$ cat src/shared/orip_cfg.svh
`ifndef ORIP_CFG_SVH
`define ORIP_CFG_SVH
// register offsets
`define ORIP_ADDR_LEVEL    10'h211
`define ORIP_ADDR_SETUP    10'h213
`define ORIP_ADDR_STARTUP  10'h270
`define ORIP_ADDR_PROF_B   10'h29A
`define ORIP_ADDR_PROF_C   10'h29B
`define ORIP_ADDR_PROF_D   10'h29C
// reset values
`define ORIP_RST_LEVEL     8'hF2
`define ORIP_RST_SETUP     8'h07
`define ORIP_RST_PROF_B    8'h0F
`define ORIP_RST_PROF_C    8'h04
`define ORIP_RST_PROF_D    8'h1B
// setup field positions
`define ORIP_SETUP_EN_BIT  3
`define ORIP_SETUP_EXP_HI  2
`define ORIP_SETUP_EXP_LO  0
`define ORIP_SETUP_WMASK   8'h0F
// power profile codes
`define ORIP_B_LOW         8'h06
`define ORIP_B_HIGH        8'h0F
`define ORIP_C_LOW         8'h00
`define ORIP_C_HIGH        8'h04
`define ORIP_D_LOW         8'h14
`define ORIP_D_HIGH        8'h1B
// stretch base count in sampling cycles
`define ORIP_STRETCH_BASE  4
`endif

$ cat src/shared/orip_pkg.sv
package orip_pkg;
	typedef enum logic [1:0] {
		ORIP_MODE_HIGH_PERF,
		ORIP_MODE_LOW_POWER,
		ORIP_MODE_MIXED
	} orip_mode_type;
endpackage

$ cat src/verilog/orip_regs.sv
`timescale 1ns/1ns
`default_nettype none
`include "orip_cfg.svh"

// Overview of operation
// - an 8-bit threshold, reset 0xF2, sets the magnitude at or above which a channel flags.
// - the four over-range pins are driven only while enable bit 3 is set, else low.
// - each pin pulse lasts at least 4*2^exp sampling cycles, exp in bits 2:0, reset 7.
// - startup status bit 0 reads 1 once initialization is done, other bits read zero.
// - profile b takes 0x06 for low power and 0x0F (reset) for high performance.
// - profile c takes 0x00 for low power and 0x04 (reset) for high performance.
// - profile d is an 8-bit read/write field resetting to 0x1B.
// - profile d takes 0x14 for low power and 0x1B for high performance.
module orip_regs
	import orip_pkg::*;
#(
	parameter int CHANNELS   = 4,
	parameter int SAMPLE_W   = 9,
	parameter int ADDR_W     = 10
) (
	input  wire logic                         clk,
	input  wire logic                         arst_n,
	input  wire logic                         sample_valid,
	input  wire logic [CHANNELS*SAMPLE_W-1:0] sample_mag,
	input  wire logic                         init_finished,
	input  wire logic                         reg_wr,
	input  wire logic                         reg_rd,
	input  wire logic [ADDR_W-1:0]            reg_addr,
	input  wire logic [7:0]                   reg_wdata,
	output logic      [7:0]                   reg_rdata,
	output logic                              reg_rvalid,
	output logic      [CHANNELS-1:0]          overrange_out,
	output logic      [7:0]                   power_code_b,
	output logic      [7:0]                   power_code_c,
	output logic      [7:0]                   power_code_d,
	output orip_mode_type                     power_mode,
	output logic                              power_code_invalid
);

	// narrower samples would cut the threshold, shorter addresses lose the map
	if (CHANNELS < 1 || SAMPLE_W < 8 || ADDR_W < 10) begin : g_bad_params
		$error("orip_regs: unsupported parameters");
	end

	// ------------------------------------------------------------
	// configuration registers
	// ------------------------------------------------------------
	logic [7:0] overrange_threshold_reg;
	logic [7:0] overrange_config_reg;
	logic       startup_done_reg;
	logic [7:0] power_profile_b_reg;
	logic [7:0] power_profile_c_reg;
	logic [7:0] power_profile_d_reg;

	always_ff @(posedge clk or negedge arst_n) begin
		if (!arst_n)
			overrange_threshold_reg <= `ORIP_RST_LEVEL;
		else if (reg_wr && reg_addr == `ORIP_ADDR_LEVEL)
			overrange_threshold_reg <= reg_wdata;
	end

	// exponent and enable, upper bits held at zero
	always_ff @(posedge clk or negedge arst_n) begin
		if (!arst_n)
			overrange_config_reg <= `ORIP_RST_SETUP;
		else if (reg_wr && reg_addr == `ORIP_ADDR_SETUP)
			overrange_config_reg <= reg_wdata & `ORIP_SETUP_WMASK;
	end

	always_ff @(posedge clk or negedge arst_n) begin
		if (!arst_n)
			startup_done_reg <= 1'b0;
		else if (init_finished)
			startup_done_reg <= 1'b1;
	end

	// profile registers; reserved codes are stored as written
	always_ff @(posedge clk or negedge arst_n) begin
		if (!arst_n) begin
			power_profile_b_reg <= `ORIP_RST_PROF_B;
			power_profile_c_reg <= `ORIP_RST_PROF_C;
			power_profile_d_reg <= `ORIP_RST_PROF_D;
		end else if (reg_wr) begin
			if (reg_addr == `ORIP_ADDR_PROF_B)
				power_profile_b_reg <= reg_wdata;
			if (reg_addr == `ORIP_ADDR_PROF_C)
				power_profile_c_reg <= reg_wdata;
			if (reg_addr == `ORIP_ADDR_PROF_D)
				power_profile_d_reg <= reg_wdata;
		end
	end

	// ------------------------------------------------------------
	// read path
	// ------------------------------------------------------------
	function automatic logic [7:0] read_mux(input logic [ADDR_W-1:0] a);
		logic [7:0] v;
		v = 8'h00;
		case (a)
			`ORIP_ADDR_LEVEL:   v = overrange_threshold_reg;
			`ORIP_ADDR_SETUP:   v = overrange_config_reg;
			`ORIP_ADDR_STARTUP: v = {7'h00, startup_done_reg};
			`ORIP_ADDR_PROF_B:  v = power_profile_b_reg;
			`ORIP_ADDR_PROF_C:  v = power_profile_c_reg;
			`ORIP_ADDR_PROF_D:  v = power_profile_d_reg;
			default:            v = 8'h00;
		endcase
		return v;
	endfunction

	always_ff @(posedge clk or negedge arst_n) begin
		if (!arst_n) begin
			reg_rdata  <= 8'h00;
			reg_rvalid <= 1'b0;
		end else begin
			reg_rvalid <= reg_rd;
			if (reg_rd)
				reg_rdata <= read_mux(reg_addr);
		end
	end

	// ------------------------------------------------------------
	// power mode decode
	// ------------------------------------------------------------
	logic all_low;
	logic all_high;
	logic b_ok;
	logic c_ok;
	logic d_ok;

	always_comb begin
		b_ok = power_profile_b_reg == `ORIP_B_LOW || power_profile_b_reg == `ORIP_B_HIGH;
		c_ok = power_profile_c_reg == `ORIP_C_LOW || power_profile_c_reg == `ORIP_C_HIGH;
		d_ok = power_profile_d_reg == `ORIP_D_LOW || power_profile_d_reg == `ORIP_D_HIGH;
		all_low = power_profile_b_reg == `ORIP_B_LOW && power_profile_c_reg == `ORIP_C_LOW
			&& power_profile_d_reg == `ORIP_D_LOW;
		all_high = power_profile_b_reg == `ORIP_B_HIGH && power_profile_c_reg == `ORIP_C_HIGH
			&& power_profile_d_reg == `ORIP_D_HIGH;
	end

	// mismatched profiles only show as mixed; the host owns consistency
	always_ff @(posedge clk or negedge arst_n) begin
		if (!arst_n) begin
			power_mode         <= ORIP_MODE_HIGH_PERF;
			power_code_invalid <= 1'b0;
			power_code_b       <= `ORIP_RST_PROF_B;
			power_code_c       <= `ORIP_RST_PROF_C;
			power_code_d       <= `ORIP_RST_PROF_D;
		end else begin
			power_code_invalid <= !(b_ok && c_ok && d_ok);
			power_code_b       <= power_profile_b_reg;
			power_code_c       <= power_profile_c_reg;
			power_code_d       <= power_profile_d_reg;
			if (all_low)
				power_mode <= ORIP_MODE_LOW_POWER;
			else if (all_high)
				power_mode <= ORIP_MODE_HIGH_PERF;
			else
				power_mode <= ORIP_MODE_MIXED;
		end
	end

	// ------------------------------------------------------------
	// over-range detection and stretch
	// ------------------------------------------------------------
	localparam int CNT_W = 10;
	logic [2:0]       stretch_exp;
	logic [CNT_W-1:0] stretch_len;
	logic             pin_enable;
	logic [CHANNELS-1:0] chan_busy;

	assign stretch_exp = overrange_config_reg[`ORIP_SETUP_EXP_HI:`ORIP_SETUP_EXP_LO];
	assign pin_enable  = overrange_config_reg[`ORIP_SETUP_EN_BIT];
	assign stretch_len = CNT_W'(`ORIP_STRETCH_BASE) << stretch_exp;

	genvar ch;
	generate
		for (ch = 0; ch < CHANNELS; ch++) begin : g_chan
			logic [CNT_W-1:0]    hold_reg;
			logic [SAMPLE_W-1:0] mag;
			logic                hit;
			assign mag = sample_mag[ch*SAMPLE_W +: SAMPLE_W];
			// at-or-above compare, full scale is 511
			assign hit = mag >= SAMPLE_W'(overrange_threshold_reg);

			always_ff @(posedge clk or negedge arst_n) begin
				if (!arst_n)
					hold_reg <= '0;
				else if (sample_valid) begin
					if (hit)
						hold_reg <= stretch_len;
					else if (hold_reg != '0)
						hold_reg <= hold_reg - 1'b1;
				end
			end

			assign chan_busy[ch] = hold_reg != '0;
		end
	endgenerate

	// pins gated by enable
	// one process owns all pins, so no bit of the port has two drivers
	always_ff @(posedge clk or negedge arst_n) begin
		if (!arst_n)
			overrange_out <= '0;
		else
			overrange_out <= pin_enable ? chan_busy : '0;
	end

endmodule
`default_nettype wire

$ cat config.mk
export PLATFORM = sky130hd
export DESIGN_NAME = orip_regs
export DESIGN_NICKNAME = d
export VERILOG_FILES = /design/src/shared/orip_pkg.sv /design/src/verilog/orip_regs.sv
export VERILOG_INCLUDE_DIRS = /design/src /design/src/shared
export SDC_FILE = /design/constraint.sdc
export NUM_CORES = 1
export LEC_CHECK = 0
export BUFFER_PORTS_ARGS = -buffer_cell sky130_fd_sc_hd__buf_2
export CORE_ASPECT_RATIO = 0.6
export CORE_MARGIN = 1
export CORE_UTILIZATION = 57
export CTS_CLUSTER_SIZE = 40
export DETAILED_ROUTE_END_ITERATION = 8
export GPL_TIMING_DRIVEN = 0
export PLACE_DENSITY = 0.86
export SYNTH_ARGS = -nofsm -noshare
export SYNTH_HDL_FRONTEND = slang
export SYNTH_SLANG_ARGS = --single-unit
$ cat constraint.sdc
create_clock -name clk -period 2.7 [get_ports clk]
set_input_delay 0.54 -clock clk [delete_from_list [all_inputs] [get_ports clk]]
set_output_delay 0.54 -clock clk [all_outputs]
set_load 0.005 [all_outputs]
### Word level (Yosys, flattened, before mapping)

Index checks and enable logic that the tools add are counted.
W data, S select, Z words.

* $add $sub $neg: 4
* $lt $le $gt $ge: 4
* equal/unequal tests: 11
* shift operators: 1
* muxes and demuxes: 12
* reduce and logical (&&, ||, !) cells: 28

Operator list (number)
* $mux W10: 8
* $eq A10 B10 Y1 const B: 6
* $pmux W8 S6: 1
* $reduce_bool A10 Y1: 4
* $sub A10 B1 Y10 const B: 4
* $ge A9 B8 Y1: 4
* $eq A8 B3 Y1 const B: 2
* $eq A8 B5 Y1 const B: 2
* $reduce_and A2 Y1: 7
* $shl A3 B3 Y10 const A: 1
* $eq A8 B4 Y1 const B: 1
* $logic_and A1 B1 Y1: 8
* $logic_not A8 Y1: 1
* $reduce_bool A2 Y1: 4
* $mux W2: 2
* $mux W4: 1
* $logic_or A1 B1 Y1: 3
* $logic_not A1 Y1: 1

* flip-flop bits (word level): 117
* output and inout port bits: 40

### Longest topological paths before layout

* word-level depth: 5
* gate-level depth with buffers: 9
* mapped depth without buffers: 7

### Least setup slack after synthesis

OpenSTA, ideal clock, no wires.

* kind: register -> register
* start: register overrange_threshold_reg[6]
* end: register g_chan[2].hold_reg[8]
* setup time: 126 ps
* arrival: 2191 ps
* path slack: 383 ps
* cell stages (with the launch flop): 8
* buffers on the path: 1
* period minus slack after synthesis: 2317 ps
* cells stage by stage: dfstp_2 > inv_1 > ha_1 > a21o_1 > a211o_1 > or3_1 > buf_2 > a221o_1

* longest elaborated chain between the ends: 3
* elaborated cells on any way between the ends: 4
* those cells by class: 1 x order compare; 1 x mux; 2 x reduce/logical

Ends and longest elaborated chain
* from (decl): line orip_regs.sv:48 `logic [7:0] overrange_threshold_reg;`
* from (signal assigned): line orip_regs.sv:57 `` overrange_threshold_reg <= `ORIP_RST_LEVEL; ``
* from (signal assigned): line orip_regs.sv:59 `overrange_threshold_reg <= reg_wdata;`
* $ge A9 B8 Y1 *: line orip_regs.sv:184 `assign hit = mag >= SAMPLE_W'(overrange_threshold_reg);`
* $reduce_bool A2 Y1 (no source line)
* $reduce_and A2 Y1 (no source line)
* to (signal assigned): line orip_regs.sv:191 `hold_reg <= stretch_len;`
* to (signal assigned): line orip_regs.sv:193 `hold_reg <= hold_reg - 1'b1;`
* to (decl): line orip_regs.sv:179 `logic [CNT_W-1:0] hold_reg;`

Mark *: on every way between the ends. The rest lies on a longest branch, timed or not.
A chain may end at the register's enable or synchronous reset.

### Worst setup path in the final report

* start: register overrange_threshold_reg[6]
* end: register g_chan[3].hold_reg[4]

* longest elaborated chain between the ends: 3
* elaborated cells on any way between the ends: 4
* those cells by class: 1 x order compare; 1 x mux; 2 x reduce/logical

Ends and longest elaborated chain (line)
* $ge A9 B8 Y1 *: orip_regs.sv:184
* $reduce_bool A2 Y1 (no source line)
* $reduce_and A2 Y1 (no source line)
* to (signal assigned): orip_regs.sv:191
* to (signal assigned): orip_regs.sv:193
* to (decl): orip_regs.sv:179

Marked as above.

==> flow_summary.ini <==
[cells_and_area]
stdcell_area_sq_um = 7610
largest_reg_flops = 40
fill_cells = 740
area_delta_synth_final_pct = 20.2
register_area_sq_um = 2960
multi_input_area_sq_um = 3160
final_util_pct = 71.3
antenna_cells = 0
drive_gt1_share_pct = 31.2
nets = 816

[timing]
rsz0062_at_grt = yes
setup_viol = 1
min_period_ns = 2.70
max_slew_margin_pct = 35.8
hold_viol = 0
max_freq_mhz = 370
final.setup.worst_slack_ns = -0.000387
fin_skew_ns = 0.00908
finalCritPeriodShare_pct = 100
worstMarginPinSlew_ns = 0.955
drv_slew = 0

[clock_network]
htreeDepth = 4
cts-root-buf = clkbuf_16
path_clk_slew_ns = 0.06
cts_sinks = 117
postCtsResizedCells = 0
clk_latency_ns = 0.42
cts_buffer_depth = 2
numCtsBuffers = 17
cts_setup_buffers = 0
hold_buffers = 0
cts_tree = built

[yosys]
yosys-top-cells-count = 91 x dfrtp_1, 45 x nor2_1, 41 x mux2_2
synthDominantCellAreaShare_pct = 36.0
synth_nets = 699
syn_inst = 603
ys_seq_elements = 117
syn_avg_cell_area_sq_um = 10.5
yosysTopAreaCell = dfrtp_1
yosysWarnings = 0
synth_edf_count = 0
synth_area_leaders = dfrtp_1 36%, dfstp_2 11%, mux2_2 7.3%
yosysMostFrequentCell = dfrtp_1
yosysSeqAreaShare_pct = 46.8
synth_flop_cell = dfrtp_1
async_flop_share_pct = 100
synth.cell_area_sq_um = 6330
ys_types = 65

[worst_setup_path]
crit_required_ns = 2.99
cp_num_buf_inv = 2
cp_data_arrival_time_ns = 2.99
cp_max_fo = 10
critical_path.endpoint_type = flip-flop
start_kind = flip-flop
cpPeakStageDelay_ns = 0.55
crit_top_cell = nand3_1
path_delay_family = simple AND/OR/NAND/NOR gates
crit_chain = inv_1, ha_1, nand3_1, or4_1, nand3_1, clkbuf_4, nor2_1, a211o_1
crit_type = reg2reg
slowest_stage = dfstp_2

[global_routing]
grt_pass1_vias = 5548
grt_max_degree = 60
antenna_found_initial = 0
grt_overflow = 0
grt_usage_pct = 33.1
grt_first_pass_wirelength_mm = 29.4

[die]
fp.dieArea_sq_um = 11500
dieHeight_um = 83.6
start_util_pct = 59.3
io_pins = 100
core_sq_um = 10700
die_width_um = 138
rows = 29

[place]
portBuffers = 98
dp_hpwl_mm = 13.2
place_congestion = 0.932
place_ws_ns = 0.0688
place_area_sq_um = 7020

[drt]
antenna_left = 0
wl_per_cell_um = 21.3
vias_per_cell = 6.68
drc = 0
wl_met1_mm = 7.93
dr_wl_met3_mm = 2.07
drt-total-wl_mm = 18.5
detailroute.wirelength.met2_mm = 8.17
drt_iter0_markers = 699
drtPass1Iterations = 8
vias = 5826
highest_layer = met4

[run_status]
status = finished with violations
failed_checks = negative setup slack

[power]
leakagePower_uw = 0.00346
powerDensity_nw_per_um2 = 608
ir_drop_uv = 464

[job]
drv_cap = 0

[hold_path]
min-delay-path-class = in2async
[final timing paths]
| check | from | endpoint | slack, ns | cells past startpoint |
|---|---|---|---|---|
| hold / removal | arst_n | g_chan[2].hold_reg[1]$_DFFE_PN0P_ | 0.21 | 1 |
| setup reg to reg | overrange_threshold_reg[6]$_DFFE_PN1P_ | g_chan[3].hold_reg[4]$_DFFE_PN0P_ | -0.0004 | 8 |
| setup / recovery | overrange_threshold_reg[6]$_DFFE_PN1P_ | g_chan[3].hold_reg[4]$_DFFE_PN0P_ | -0.0004 | 8 |
| max in group asynchronous | arst_n | power_code_b[0]$_DFF_PN1_ | 1.69 | 2 |
| min in group clk | reg_rd | reg_rvalid$_DFF_PN0_ | 0.25 | 1 |
| hold reg to reg | power_profile_b_reg[1]$_DFFE_PN1P_ | power_code_b[1]$_DFF_PN1_ | 0.38 | 0 |
[cell type report]
cell class	count	area share [%]
buffer	22	1.38
clock buffer	17	5.59
clock inverter	15	1.61
inverter	36	1.78
multi-input combinational	427	41.6
sequential	117	38.9
tap	139	2.29
timing repair buffer	99	6.84
[placed cells by master (no fill, tap or decap), types with 4 or more instances in the layout]
master and count:
clkbuf_1 9, mux2_2 41, inv_1 36, a21o_1 7, inv_6 4, a311oi_1 7, mux2i_1 4, a211o_1 4
a31oi_1 5, a21oi_1 12, and2_1 6, nor3_1 35, a221oi_1 4, clkinv_4 4, nor4_1 14, dfstp_2 26
or3_1 7, and4_1 10, nor2_1 45, nor4b_1 5, a211oi_1 18, nand2b_1 6, nand4_1 7, ha_1 36
and3_1 8, clkbuf_16 17, o2bb2ai_1 6, a222oi_1 5, nand3_1 21, dfrtp_1 91, nand2_1 23, or4_1 4
nor3b_1 8, o21ai_0 15, o22ai_1 20, buf_2 105
[cell families after synthesis]
family	share of synthesized area (%)
DFF	46.8
and+or+nand+nor	20.1
muxes	7.93
xor gates and xnor gates	0.138
AOI/OAI and AO/OA	14.1
buffers and inverters	3.82
adders and majority gates	7.12
[routing by layer]
metal | GRT usage [%] | vias to the layer above
li1 | - | 2548
met1 | 46.7 | 2860
met2 | 48.0 | 371
met3 | 10.6 | 47
met4 | 11.4 | 0
met5 | 0 | -
[power breakdown]
part	switching, uW	total (uW)	leakage [uW]	internal [uW]
clock	908	2100	0.000268	1190
sequential	98.7	1940	0.00147	1840
combinational	355	586	0.00172	231
total	1360	4630	0.00346	3270
[stage by stage]
step	total power (uW)	hold WS (ns)	TNS [ns]	cells
floorplan	2290	0.244	0	603
CTS	4600	0.237	0	873
global placement	2470	0.374	-20.82	840
detailed placement	2520	0.373	0	841
finish	4630	0.208	-0.000387	872
global route	4780	0.240	-0.174	872
Power figures use the tool's default switching activity.
